`config.mk`:
```
export PLATFORM = sky130hd
export DESIGN_NAME = tsi_switch_device_flat
export DESIGN_NICKNAME = d
export VERILOG_FILES = /design/src/hw/tsi_pkg.sv /design/src/hw/tsi_bus_if.sv /design/src/hw/tsi_switch_device.sv /design/src/flat_wrapper.sv
export SDC_FILE = /design/constraint.sdc
export NUM_CORES = 2
export LEC_CHECK = 0
export BUFFER_PORTS_ARGS = -buffer_cell sky130_fd_sc_hd__buf_4
export CORE_UTILIZATION = 35
export DETAILED_ROUTE_END_ITERATION = 8
export GPL_TIMING_DRIVEN = 1
export HOLD_SLACK_MARGIN = 0.1
export PLACE_DENSITY = 0.51
export SLEW_MARGIN = 20
export SYNTH_ARGS = -nofsm -noshare
export SYNTH_HDL_FRONTEND = slang
export SYNTH_SLANG_ARGS = --single-unit
```
`constraint.sdc`:
```
create_clock -name clk_in -period 11.2 [get_ports clk_in]
set_clock_uncertainty 0.15 [all_clocks]
set_input_delay 1.12 -clock clk_in [delete_from_list [all_inputs] [get_ports clk_in]]
set_output_delay 1.12 -clock clk_in [all_outputs]
set_load 0.03 [all_outputs]
```
`src/hw/tsi_pkg.sv`:
```
package tsi_pkg;
   // system and serial timing
   localparam int CLOCK_KHZ = 50000;
   localparam int SERIAL_CLOCK_KHZ = 4096;
   localparam int SERIAL_BIT_KBPS = 2048;
   localparam int SERIAL_HALF_CYCLES = CLOCK_KHZ / (2 * SERIAL_CLOCK_KHZ);
   localparam int FRAME_US = 125;

   // frame organisation
   localparam int STREAMS = 4;
   localparam int CHANNELS = 32;
   localparam int BITS = 8;
   localparam int COUNT_W = 9;
   localparam int MEM_DEPTH = STREAMS * CHANNELS;
   localparam int MEM_AW = 7;

   // serial-side memory traffic steps within one channel slot
   localparam logic [3:0] STEP_F0 = 4'h0;
   localparam logic [3:0] STEP_W0 = 4'h1;
   localparam logic [3:0] STEP_F1 = 4'h2;
   localparam logic [3:0] STEP_F2 = 4'h3;
   localparam logic [3:0] STEP_W1 = 4'h4;
   localparam logic [3:0] STEP_F3 = 4'h5;
   localparam logic [3:0] STEP_W2 = 4'h6;
   localparam logic [3:0] STEP_W3 = 4'h7;
   localparam logic [3:0] STEP_FREE = 4'h8;
   localparam logic [3:0] STEP_LAST = 4'hF;
   localparam logic [3:0] STEP_FIRST = 4'h0;

   // control register layout
   localparam int CTRL_SPLIT_BIT = 7;
   localparam int CTRL_PE_BIT = 6;
   localparam int CTRL_MS_HI = 4;
   localparam int CTRL_MS_LO = 3;
   localparam int CTRL_STA_HI = 1;
   localparam int CTRL_STA_LO = 0;
   localparam logic [7:0] CTRL_RESET = 8'h00;
   localparam logic [1:0] MS_DATA = 2'h1;
   localparam logic [1:0] MS_LOW = 2'h2;
   localparam logic [1:0] MS_HIGH = 2'h3;

   // high connection byte and address fields
   localparam int HIGH_PROC_BIT = 2;
   localparam int HIGH_OE_BIT = 0;
   localparam int ADDR_MEM_BIT = 5;
   localparam int SRC_STREAM_HI = 6;
   localparam int SRC_STREAM_LO = 5;
   localparam int SRC_CHAN_HI = 4;

   typedef enum logic [2:0] {
      TSI_DEV_IDLE = 3'b001,
      TSI_DEV_WAIT = 3'b010,
      TSI_DEV_ACK = 3'b100
   } tsi_dev_state_type;

   typedef enum logic [3:0] {
      TSI_HOST_IDLE = 4'b0001,
      TSI_HOST_SETUP = 4'b0010,
      TSI_HOST_STROBE = 4'b0100,
      TSI_HOST_RELEASE = 4'b1000
   } tsi_host_state_type;
endpackage

```
`src/hw/tsi_bus_if.sv`:
```
`timescale 1ns/100ps
interface tsi_bus_if;
   // serial link
   logic serial_clock;
   logic frame_pulse_n;
   logic [3:0] serial_in;
   logic [3:0] serial_out;
   logic [3:0] serial_out_en;
   logic master_drive_enable;
   // processor port
   logic data_strobe;
   logic chip_select_n;
   logic read_write;
   logic [5:0] address;
   logic [7:0] host_data;
   logic host_data_en;
   logic [7:0] dev_data;
   logic dev_data_en;
   logic transfer_ack_n;
   logic transfer_ack_n_en;

   modport device (
      input serial_clock, frame_pulse_n, serial_in, master_drive_enable,
      input data_strobe, chip_select_n, read_write, address, host_data, host_data_en,
      output serial_out, serial_out_en, dev_data, dev_data_en, transfer_ack_n, transfer_ack_n_en
   );
   modport host (
      output serial_clock, frame_pulse_n, serial_in, master_drive_enable,
      output data_strobe, chip_select_n, read_write, address, host_data, host_data_en,
      input serial_out, serial_out_en, dev_data, dev_data_en, transfer_ack_n, transfer_ack_n_en
   );
endinterface

```
`src/hw/tsi_switch_device.sv`:
```
`timescale 1ns/100ps
module tsi_switch_device import tsi_pkg::*; (
   // clock and reset
   input wire logic clk_in,
   input wire logic reset_in,
   // link to the far end
   tsi_bus_if.device bus,
   // status
   output logic frame_start_out,
   output logic [7:0] control_out
);
   logic c4_s1, c4_s2, c4_s3;
   logic fp_s1, fp_s2;
   logic mde_s1, mde_s2;
   logic ds_s1, ds_s2;
   logic cs_s1, cs_s2;
   logic [STREAMS-1:0] rx_s1, rx_s2;
   logic [COUNT_W-1:0] half_count;
   logic [COUNT_W-1:0] next_count;
   logic rise;
   logic [3:0] step;
   logic [2:0] bit_idx;
   logic [4:0] channel;
   logic [4:0] prev_channel;
   logic [4:0] fetch_channel;
   logic [3:0] op;
   logic [7:0] data_mem [MEM_DEPTH];
   logic [7:0] conn_low [MEM_DEPTH];
   logic [7:0] conn_high [MEM_DEPTH];
   logic [7:0] rx_shift [STREAMS];
   logic [7:0] rx_hold [STREAMS];
   logic [7:0] out_next [STREAMS];
   logic [7:0] out_shift [STREAMS];
   logic [STREAMS-1:0] out_next_en;
   logic [STREAMS-1:0] out_chan_en;
   logic [7:0] fetch_high;
   logic [7:0] fetch_low;
   logic fetch_proc;
   logic fetch_en;
   logic [7:0] fetch_byte;
   logic [7:0] ctrl;
   tsi_dev_state_type state;
   logic req;
   logic acc_read;
   logic [5:0] acc_addr;
   logic [7:0] acc_wdata;
   logic [7:0] rd_data;
   logic mem_go;
   logic [MEM_AW-1:0] acc_index;
   logic [1:0] acc_sel;
   logic [7:0] mem_rd;

   // {write, fetch, stream}; order sets which stream pairs reach two slots
   function automatic logic [3:0] slot_op(input logic [3:0] s);
      logic [3:0] r;
      r = 4'h0;
      case (s)
         STEP_W0: r = 4'h8;
         STEP_F0: r = 4'h4;
         STEP_F1: r = 4'h5;
         STEP_F2: r = 4'h6;
         STEP_W1: r = 4'h9;
         STEP_F3: r = 4'h7;
         STEP_W2: r = 4'hA;
         STEP_W3: r = 4'hB;
         default: r = 4'h0;
      endcase
      return r;
   endfunction

   // pins are asynchronous to clk_in
   always_ff @(posedge clk_in) begin
      if (reset_in) begin
         c4_s1 <= 1'b0;
         c4_s2 <= 1'b0;
         c4_s3 <= 1'b0;
         fp_s1 <= 1'b1;
         fp_s2 <= 1'b1;
         mde_s1 <= 1'b0;
         mde_s2 <= 1'b0;
         ds_s1 <= 1'b0;
         ds_s2 <= 1'b0;
         cs_s1 <= 1'b1;
         cs_s2 <= 1'b1;
         rx_s1 <= '0;
         rx_s2 <= '0;
      end else begin
         c4_s1 <= bus.serial_clock;
         c4_s2 <= c4_s1;
         c4_s3 <= c4_s2;
         fp_s1 <= bus.frame_pulse_n;
         fp_s2 <= fp_s1;
         mde_s1 <= bus.master_drive_enable;
         mde_s2 <= mde_s1;
         ds_s1 <= bus.data_strobe;
         ds_s2 <= ds_s1;
         cs_s1 <= bus.chip_select_n;
         cs_s2 <= cs_s1;
         rx_s1 <= bus.serial_in;
         rx_s2 <= rx_s1;
      end
   end

   assign rise = c4_s2 & ~c4_s3;
   assign next_count = fp_s2 ? COUNT_W'(half_count + 9'h001) : '0;
   assign step = next_count[3:0];
   assign bit_idx = next_count[3:1];
   assign channel = next_count[8:4];
   assign prev_channel = 5'(channel - 5'h01);
   assign fetch_channel = 5'(channel + 5'h01);
   assign op = rise ? slot_op(step) : 4'h0;

   always_ff @(posedge clk_in) begin
      if (reset_in) begin
         half_count <= '0;
         frame_start_out <= 1'b0;
      end else begin
         frame_start_out <= rise & ~fp_s2;
         if (rise) begin
            half_count <= next_count;
         end
      end
   end

   // serial to parallel, sampled in the second half of each bit
   always_ff @(posedge clk_in) begin
      if (reset_in) begin
         for (int s = 0; s < STREAMS; s++) begin
            rx_shift[s] <= 8'h00;
            rx_hold[s] <= 8'h00;
         end
      end else if (rise && next_count[0]) begin
         for (int s = 0; s < STREAMS; s++) begin
            rx_shift[s] <= {rx_shift[s][6:0], rx_s2[s]};
            if (step == STEP_LAST) begin
               rx_hold[s] <= {rx_shift[s][6:0], rx_s2[s]};
            end
         end
      end
   end

   // bytes of slot n land in memory during slot n+1
   always_ff @(posedge clk_in) begin
      if (op[3]) begin
         data_mem[{op[1:0], prev_channel}] <= rx_hold[op[1:0]];
      end
   end

   assign fetch_high = conn_high[{op[1:0], fetch_channel}];
   assign fetch_low = conn_low[{op[1:0], fetch_channel}];
   assign fetch_proc = fetch_high[HIGH_PROC_BIT] | ctrl[CTRL_PE_BIT];
   assign fetch_en = fetch_high[HIGH_OE_BIT] | ctrl[CTRL_PE_BIT];
   // any output may name any source, so one input can feed many outputs
   assign fetch_byte = fetch_proc ? fetch_low : data_mem[fetch_low[SRC_STREAM_HI:0]];

   always_ff @(posedge clk_in) begin
      if (reset_in) begin
         out_next_en <= '0;
         out_chan_en <= '0;
         bus.serial_out <= '0;
         bus.serial_out_en <= '0;
         for (int s = 0; s < STREAMS; s++) begin
            out_next[s] <= 8'h00;
            out_shift[s] <= 8'h00;
         end
      end else begin
         for (int s = 0; s < STREAMS; s++) begin
            bus.serial_out_en[s] <= mde_s2 & out_chan_en[s];
         end
         if (op[2]) begin
            out_next[op[1:0]] <= fetch_byte;
            out_next_en[op[1:0]] <= fetch_en;
         end
         if (rise && !next_count[0]) begin
            for (int s = 0; s < STREAMS; s++) begin
               if (step == STEP_FIRST) begin
                  out_shift[s] <= out_next[s];
                  out_chan_en[s] <= out_next_en[s];
                  bus.serial_out[s] <= out_next[s][BITS-1];
               end else begin
                  bus.serial_out[s] <= out_shift[s][3'(BITS - 1) - bit_idx];
               end
            end
         end
      end
   end

   // processor port
   assign req = ds_s2 & ~cs_s2;
   assign mem_go = (state == TSI_DEV_WAIT) && req && rise && (step >= STEP_FREE);
   assign acc_index = {ctrl[CTRL_STA_HI:CTRL_STA_LO], acc_addr[SRC_CHAN_HI:0]};
   assign acc_sel = ctrl[CTRL_MS_HI:CTRL_MS_LO];

   always_comb begin
      mem_rd = 8'h00;
      if (ctrl[CTRL_SPLIT_BIT]) begin
         mem_rd = data_mem[acc_index];
      end else begin
         case (acc_sel)
            MS_DATA: mem_rd = data_mem[acc_index];
            MS_LOW: mem_rd = conn_low[acc_index];
            MS_HIGH: mem_rd = conn_high[acc_index];
            default: mem_rd = 8'h00;
         endcase
      end
   end

   always_ff @(posedge clk_in) begin
      if (mem_go && !acc_read) begin
         if (ctrl[CTRL_SPLIT_BIT] || acc_sel == MS_LOW) begin
            conn_low[acc_index] <= acc_wdata;
         end else if (acc_sel == MS_HIGH) begin
            conn_high[acc_index] <= acc_wdata;
         end
      end
   end

   always_ff @(posedge clk_in) begin
      if (reset_in) begin
         state <= TSI_DEV_IDLE;
         ctrl <= CTRL_RESET;
         acc_read <= 1'b0;
         acc_addr <= 6'h00;
         acc_wdata <= 8'h00;
         rd_data <= 8'h00;
      end else begin
         case (state)
            TSI_DEV_IDLE: begin
               if (req) begin
                  acc_read <= bus.read_write;
                  acc_addr <= bus.address;
                  acc_wdata <= bus.host_data;
                  if (!bus.address[ADDR_MEM_BIT]) begin
                     // register access needs no memory slot
                     if (bus.read_write) begin
                        rd_data <= ctrl;
                     end else begin
                        ctrl <= bus.host_data;
                     end
                     state <= TSI_DEV_ACK;
                  end else begin
                     state <= TSI_DEV_WAIT;
                  end
               end
            end
            TSI_DEV_WAIT: begin
               if (!req) begin
                  state <= TSI_DEV_IDLE;
               end else if (mem_go) begin
                  rd_data <= mem_rd;
                  state <= TSI_DEV_ACK;
               end
            end
            TSI_DEV_ACK: begin
               if (!req) begin
                  state <= TSI_DEV_IDLE;
               end
            end
            default: state <= TSI_DEV_IDLE;
         endcase
      end
   end

   assign bus.transfer_ack_n = 1'b0;
   assign bus.transfer_ack_n_en = (state == TSI_DEV_ACK);
   assign bus.dev_data = rd_data;
   assign bus.dev_data_en = (state == TSI_DEV_ACK) && acc_read && req;
   assign control_out = ctrl;
endmodule

```
`src/flat_wrapper.sv`:
```
// flat-port wrapper written by rule: the top's interface ports become plain ports
module tsi_switch_device_flat import tsi_pkg::*;
  (clk_in, reset_in, frame_start_out, control_out, bus_serial_clock, bus_frame_pulse_n, bus_serial_in, bus_master_drive_enable, bus_data_strobe, bus_chip_select_n, bus_read_write, bus_address, bus_host_data, bus_host_data_en, bus_serial_out, bus_serial_out_en, bus_dev_data, bus_dev_data_en, bus_transfer_ack_n, bus_transfer_ack_n_en);
  tsi_bus_if bus_i ();
  input wire logic clk_in;
  input wire logic reset_in;
  output logic frame_start_out;
  output logic [7:0] control_out;
  input wire logic [$bits(bus_i.serial_clock)-1:0] bus_serial_clock;
  input wire logic [$bits(bus_i.frame_pulse_n)-1:0] bus_frame_pulse_n;
  input wire logic [$bits(bus_i.serial_in)-1:0] bus_serial_in;
  input wire logic [$bits(bus_i.master_drive_enable)-1:0] bus_master_drive_enable;
  input wire logic [$bits(bus_i.data_strobe)-1:0] bus_data_strobe;
  input wire logic [$bits(bus_i.chip_select_n)-1:0] bus_chip_select_n;
  input wire logic [$bits(bus_i.read_write)-1:0] bus_read_write;
  input wire logic [$bits(bus_i.address)-1:0] bus_address;
  input wire logic [$bits(bus_i.host_data)-1:0] bus_host_data;
  input wire logic [$bits(bus_i.host_data_en)-1:0] bus_host_data_en;
  output wire logic [$bits(bus_i.serial_out)-1:0] bus_serial_out;
  output wire logic [$bits(bus_i.serial_out_en)-1:0] bus_serial_out_en;
  output wire logic [$bits(bus_i.dev_data)-1:0] bus_dev_data;
  output wire logic [$bits(bus_i.dev_data_en)-1:0] bus_dev_data_en;
  output wire logic [$bits(bus_i.transfer_ack_n)-1:0] bus_transfer_ack_n;
  output wire logic [$bits(bus_i.transfer_ack_n_en)-1:0] bus_transfer_ack_n_en;
  assign bus_i.serial_clock = bus_serial_clock;
  assign bus_i.frame_pulse_n = bus_frame_pulse_n;
  assign bus_i.serial_in = bus_serial_in;
  assign bus_i.master_drive_enable = bus_master_drive_enable;
  assign bus_i.data_strobe = bus_data_strobe;
  assign bus_i.chip_select_n = bus_chip_select_n;
  assign bus_i.read_write = bus_read_write;
  assign bus_i.address = bus_address;
  assign bus_i.host_data = bus_host_data;
  assign bus_i.host_data_en = bus_host_data_en;
  assign bus_serial_out = bus_i.serial_out;
  assign bus_serial_out_en = bus_i.serial_out_en;
  assign bus_dev_data = bus_i.dev_data;
  assign bus_dev_data_en = bus_i.dev_data_en;
  assign bus_transfer_ack_n = bus_i.transfer_ack_n;
  assign bus_transfer_ack_n_en = bus_i.transfer_ack_n_en;
  tsi_switch_device u_core (.clk_in(clk_in), .reset_in(reset_in), .bus(bus_i), .frame_start_out(frame_start_out), .control_out(control_out));
endmodule
```
# After elaboration in Yosys (flattened, before gate mapping)
# Memories as Yosys holds them, arrays and structs flattened.
# Cells that the tools add are included.
totals:
  mem_count: 8
  input_bits: 27
  word_cells: 174
  mem_bits_rw: 3200
  rom_bits: 32
  register_bits: 78
classes:
  add_sub_neg: 4
  magnitude_cmp: 4
  reduce_logical: 20
  n_mux: 73
  n_eq_ne: 14
  n_bitwise: 26
mem_list:
  columns: ["memory", "depth", "width", "rd", "rd_ports_with_merged_regs", "write_ports", "line", "source"]
  rows:
  - ["u_core.conn_high", 128, 8, 2, 0, 1, "tsi_switch_device.sv:29", "logic [7:0] conn_high [MEM_DEPTH];"]
  - ["u_core.conn_low", 128, 8, 2, 0, 1, "tsi_switch_device.sv:28", "logic [7:0] conn_low [MEM_DEPTH];"]
  - ["u_core.data_mem", 128, 8, 2, 0, 1, "tsi_switch_device.sv:27", "logic [7:0] data_mem [MEM_DEPTH];"]
  - ["(no name shown)", 8, 4, 1, 0, 0, "tsi_switch_device.sv:57", "case (s)"]
  - ["u_core.out_next", 4, 8, 4, 0, 4, "tsi_switch_device.sv:32", "logic [7:0] out_next [STREAMS];"]
  - ["u_core.out_shift", 4, 8, 4, 0, 4, "tsi_switch_device.sv:33", "logic [7:0] out_shift [STREAMS];"]
  - ["2 more memories", null, null, null, null, null, null, null]
op_table:
  columns: ["operator", "n"]
  rows:
  - ["8-bit 2-to-1 mux", 20]
  - ["1-bit 2-to-1 mux", 35]
  - ["8-bit case mux with 3 select lines", 1]
  - ["8-bit case mux with 2 select lines", 1]
  - ["3-bit 2-to-1 mux", 5]
  - ["1-bit OR", 14]
  - ["1-bit binary-select mux with 3-bit select", 4]
  - ["9-bit by 1-bit adder with 9-bit output, second input constant", 1]
  - ["1-bit logical AND", 9]
  - ["9-bit 2-to-1 mux", 1]
  - ["3-bit case mux with 3 select lines", 1]
  - ["4-bit 2-to-1 mux", 2]
  - ["8-bit OR reduction", 1]
  - ["1-bit AND", 7]
  - ["2-bit by 1-bit inequality test with 1-bit output, second input constant", 3]
  - ["2-bit inequality test, second input constant", 3]
  - ["6-bit AND reduction", 1]
  - ["5-bit by 1-bit adder with 5-bit output, second input constant", 1]
  - ["1-bit inverter", 5]
  - ["5-bit by 1-bit subtractor with 5-bit output, second input constant", 1]
  - ["4-bit bitwise mux", 1]
  - ["2-bit equality test, second input constant", 2]
  - ["4-bit equality test, second input constant", 1]
  - ["4-bit greater-or-equal comparator, second input constant", 1]
  - ["other kinds (18)", 20]

# Logic depth before layout (Yosys ltp)
# An unclocked memory read counts as a cell.
logic_depth:
  ltp_word: 10
  ltp_mapped: 37

# Worst setup path before layout
# OpenSTA, ideal clock, no wires.
synth_path:
  kind: "register -> register"
  startpoint: "register u_core.half_count[0]"
  endpoint: "memory u_core.data_mem[0][0] (data pin)"
  synth_period_minus_slack_ns: 8.036
  setup_slack_ns: 3.164
  path_buffers: 1
  path_stages_with_launch: 8
  arrival_ns: 6.690
  path_cell_list: "dfxtp_1 > ha_1 > buf_2 > xnor2_1 > maj3_1 > nor2_2 > mux2i_1 > o21ai_0"
synth_between:
  elab_chain_cells: 6
synth_rtl:
  columns: ["element", "line", "source"]
  rows:
  - ["start: declaration", "tsi_switch_device.sv:18", "logic [COUNT_W-1:0] half_count;"]
  - ["start signal: assignment", "tsi_switch_device.sv:120", "half_count <= next_count;"]
  - ["9-bit by 1-bit adder with 9-bit output *", "tsi_switch_device.sv:105", "assign next_count = fp_s2 ? COUNT_W'(half_count + 9'h001) : '0;"]
  - ["9-bit 2-to-1 mux *", "tsi_switch_device.sv:105", null]
  - ["memory 8 x 4 bit", null, null]
  - ["4-bit 2-to-1 mux *", "tsi_switch_device.sv:57", null]
  - ["4-bit 2-to-1 mux *", "tsi_switch_device.sv:111", "assign op = rise ? slot_op(step) : 4'h0;"]
  - ["memory 4 x 8 bit *", null, null]
  - ["end: declaration", "tsi_switch_device.sv:27", null]
# Every way passes the cells marked *; elsewhere a longest branch is shown, timed or not.

==> run_results.csv <==
group,metric,value,unit
global_route,grtUsageTotal,26.2,%
detailed_routing,drt-initial-drc-count,14400,
setup_path,worst_path_max_delay_cell,"nor4_1",
synthesis,synth-main-ff-cell,"edfxtp_1",
sta,fin_crit,9.54,ns
synthesis,synth-edff-count,3196,
detailed_routing,num_vias,96200,
floorplan,pin_count,55,
floorplan,core,0.400,mm²
clocking,path_clk_slew,0.07,ns
setup_path,r2r_cells,25,
sta,tightestPinTransition,1.33,ns
floorplan,start_util,35.2,%
placed_design,place_area,0.148,mm²
power_and_ir_drop,powerDensity,160,mW/mm²
detailed_routing,drt_first_pass_iters,6,
sta,slew-limit-headroom,11.2,%
layout,multi_input_comb_area,0.0405,mm²
placed_design,place.port_buffers,52,
run,drv_cap,0,
layout,final_nets,9205,
floorplan,die_x,637,µm
clocking,ctsResizeCount,0,
layout,mostFrequentLayoutCells,"3196 x edfxtp_1, 951 x a22oi_1, 539 x nand2_1",
clocking,htreeDepth,5,
layout,seq_area,0.0976,mm²
synthesis,synth-seq-area-share,69.2,%
clocking,clockBufferDepth,4,
placed_design,dp_hpwl,341,mm
setup_path,end_kind,"flop",
synthesis,synth_top_area_cell,"edfxtp_1",
detailed_routing,ant_nets,0,
clocking,tritoncts,"built",
hold_path,hold_depth,2,
layout,postLayoutCellArea,0.160,mm²
synthesis,synthDominantCellAreaShare,68.1,%
synthesis,synth_nets,9218,
layout,drive_above_1_share,15.3,%
clocking,cts_root_buffer,"clkbuf_16",
clocking,cts_setup_buffers,0,
global_route,grt_pass1_wl,753,mm
floorplan,die_height,637,µm
synthesis,ys_ff_latch,3274,
hold_path,holdCritPathClass,"primary input to flop",
setup_path,cp.arrival,10.09,ns
synthesis,netlist_area,0.141,mm²
sta,period_share,85.1,%
global_route,antenna_found_initial,25,
layout,syn2layout_area_growth,13.5,%
synthesis,yosys-top-cells-area,"edfxtp_1 68%, mux4_2 5.5%, a22oi_1 5.1%, a221oi_1 2.1%, a22o_1 2.1%",
setup_path,crit_path_max_fanout,72,
layout,layout_commonest_cell,"edfxtp_1",
layout,n_fill_cell,36300,
sta,holdWs,0.192,ns
placed_design,place_congestion,0.950,
synthesis,synthArstFlopShare,0,%
placed_design,dp_slack,2.00,ns
global_route,grt_max_degree,194,
setup_path,crit_top_cell,"buf_4",
setup_path,cp_data_required_time,11.76,ns
detailed_routing,wl,551,mm
power_and_ir_drop,p_leak,49.4,nW
detailed_routing,drt-vias-per-instance,6.53,
floorplan,rows,232,
clocking,cts_sinks,3274,
setup_path,cp-start-kind,"flop",
clocking,numCtsBuffers,352,
synthesis,ys_warn_count,0,
global_route,grt_overflow,0,
synthesis,syn_avg_cell_area,15.3,µm²
synthesis,synthCells,9188,
synthesis,yosys.cell_types.count,109,
sta,fmax,105,MHz
clocking,hold_buffers,0,
detailed_routing,wire_per_inst,37.4,µm
sta,report.final.hold_viol_count,0,
sta,rsz0062_at_grt,"no",
sta,worst_slack,1.66,ns
global_route,first_global_vias,92300,
setup_path,path_class,"flop to flop",
placed_design,dp.cells,14100,
sta,final-setup-viol-count,0,
sta,fin_setup_tns,0,ns
status,outcome,"completed",
power_and_ir_drop,vdd.ir_drop.worst,119,µV
setup_path,cp_slowest_stage_delay,0.98,ns
detailed_routing,drc,0,
sta,slew_viol_final,0,
clocking,clock_latency,0.99,ns
layout,fin_cells,14700,
floorplan,die-area,0.405,mm²
[synth_stat cells, types with 67 or more instances]
cell type and instances:
edfxtp_1 3196, a22oi_1 951, nand2_1 559, nor2_1 517, clkbuf_1 404, mux4_2 346, a221oi_1 332, a22o_1 331
mux2i_1 287, a31oi_1 274, nand4_1 157, and3_1 150, buf_1 149, a211oi_1 146, nand3_1 140, a21oi_1 130
buf_2 120, o21ai_0 109, and2_1 78, dfxtp_1 78, buf_4 72, o211ai_1 67
[per-stage QoR]
stage          utilization [%]  power (mW)
2_1_floorplan                -        13.8
3_3_place_gp              37.0        13.9
3_5_place_dp              37.1        13.9
4_1_cts                   40.0        25.7
5_1_grt                   40.0        26.1
6_report                  40.0        25.6
[cell families (layout without fill, tap and decap cells)]
| family | count (synthesis) | after routing | synth area share (%) |
|---|---|---|---|
| buffers and inverters | 779 | 1047 | 2.48 |
| adders and majority gates | 4 | 4 | 0.0337 |
| xor gates and xnor gates | 12 | 12 | 0.107 |
| DFF | 3274 | 3274 | 69.2 |
| other | 1 | 17 | 0.00266 |
| AOI/OAI and AO/OA | 2619 | 2619 | 14.2 |
| and+or+nand+nor | 1839 | 1839 | 6.25 |
| muxes | 660 | 660 | 7.79 |
[area by class of cell]
type                            count  share of cell area (%)
Multi-Input combinational cell   5135                    25.3
Clock buffer                      421                    5.74
Inverter                           14                  0.0430
Antenna cell                       16                  0.0250
Timing Repair Buffer              398                    2.30
Clock inverter                    214                    1.52
Sequential cell                  3274                    61.0
Tap cell                         5265                    4.12
[flip-flops by register name, indices dropped and copies added (netlist names), 3 cells and up]
name	cells
u_core.rx_shift	28
u_core.conn_low	1024
u_core.bus.serial_out_en	4
u_core.data_mem	1024
u_core.bus.serial_out	4
u_core.rx_hold	32
u_core.acc_wdata	8
u_core.out_next	32
u_core.out_shift	32
u_core.control_out	8
u_core.acc_addr	5
u_core.rx_s2	4
u_core.half_count	9
u_core.conn_high	1024
u_core.state	3
u_core.rx_s1	4
u_core.bus.dev_data	8
u_core.out_next_en	4
u_core.out_chan_en	4
[worst paths after layout]
path	startpoint	to	slack, ns
max	u_core.half_count[0]	u_core.out_next[0][4]	1.66
min	bus_frame_pulse_n	u_core.fp_s1	0.19
max reg2reg	u_core.half_count[0]	u_core.out_next[0][4]	1.66
min reg2reg	u_core.cs_s1	u_core.cs_s2	0.27
[power breakdown]
part / switching, mW / internal [mW] / total (mW) / leakage, nW
combinational: 0.232 / 0.0701 / 0.302 / 13.5
sequential: 0.0137 / 13.3 / 13.3 / 30.2
clock: 5.02 / 6.95 / 12.0 / 5.66
[worst max-delay path: cells and delay by family (launching register included)]
family	cells	cell delay (ns)
AO/OA/AOI/OAI	4	1.15
XOR/XNOR	1	0.22
adder cells (fa/ha/maj)	2	0.77
buffers and inverters	6	2.11
flip-flops	1	0.46
multiplexers	2	0.60
AND/OR/NAND/NOR	10	3.62
[routing by layer]
layer | vias to the layer above | share of wire [%] | GRT usage, %
met5 | - | 0.013 | 0
met1 | 49700 | 39 | 35.0
met3 | 1342 | 11 | 6.36
met4 | 12 | 5.9 | 13.1
li1 | 38300 | - | -
met2 | 6799 | 44 | 39.7
(Power assumes the default switching activity.)
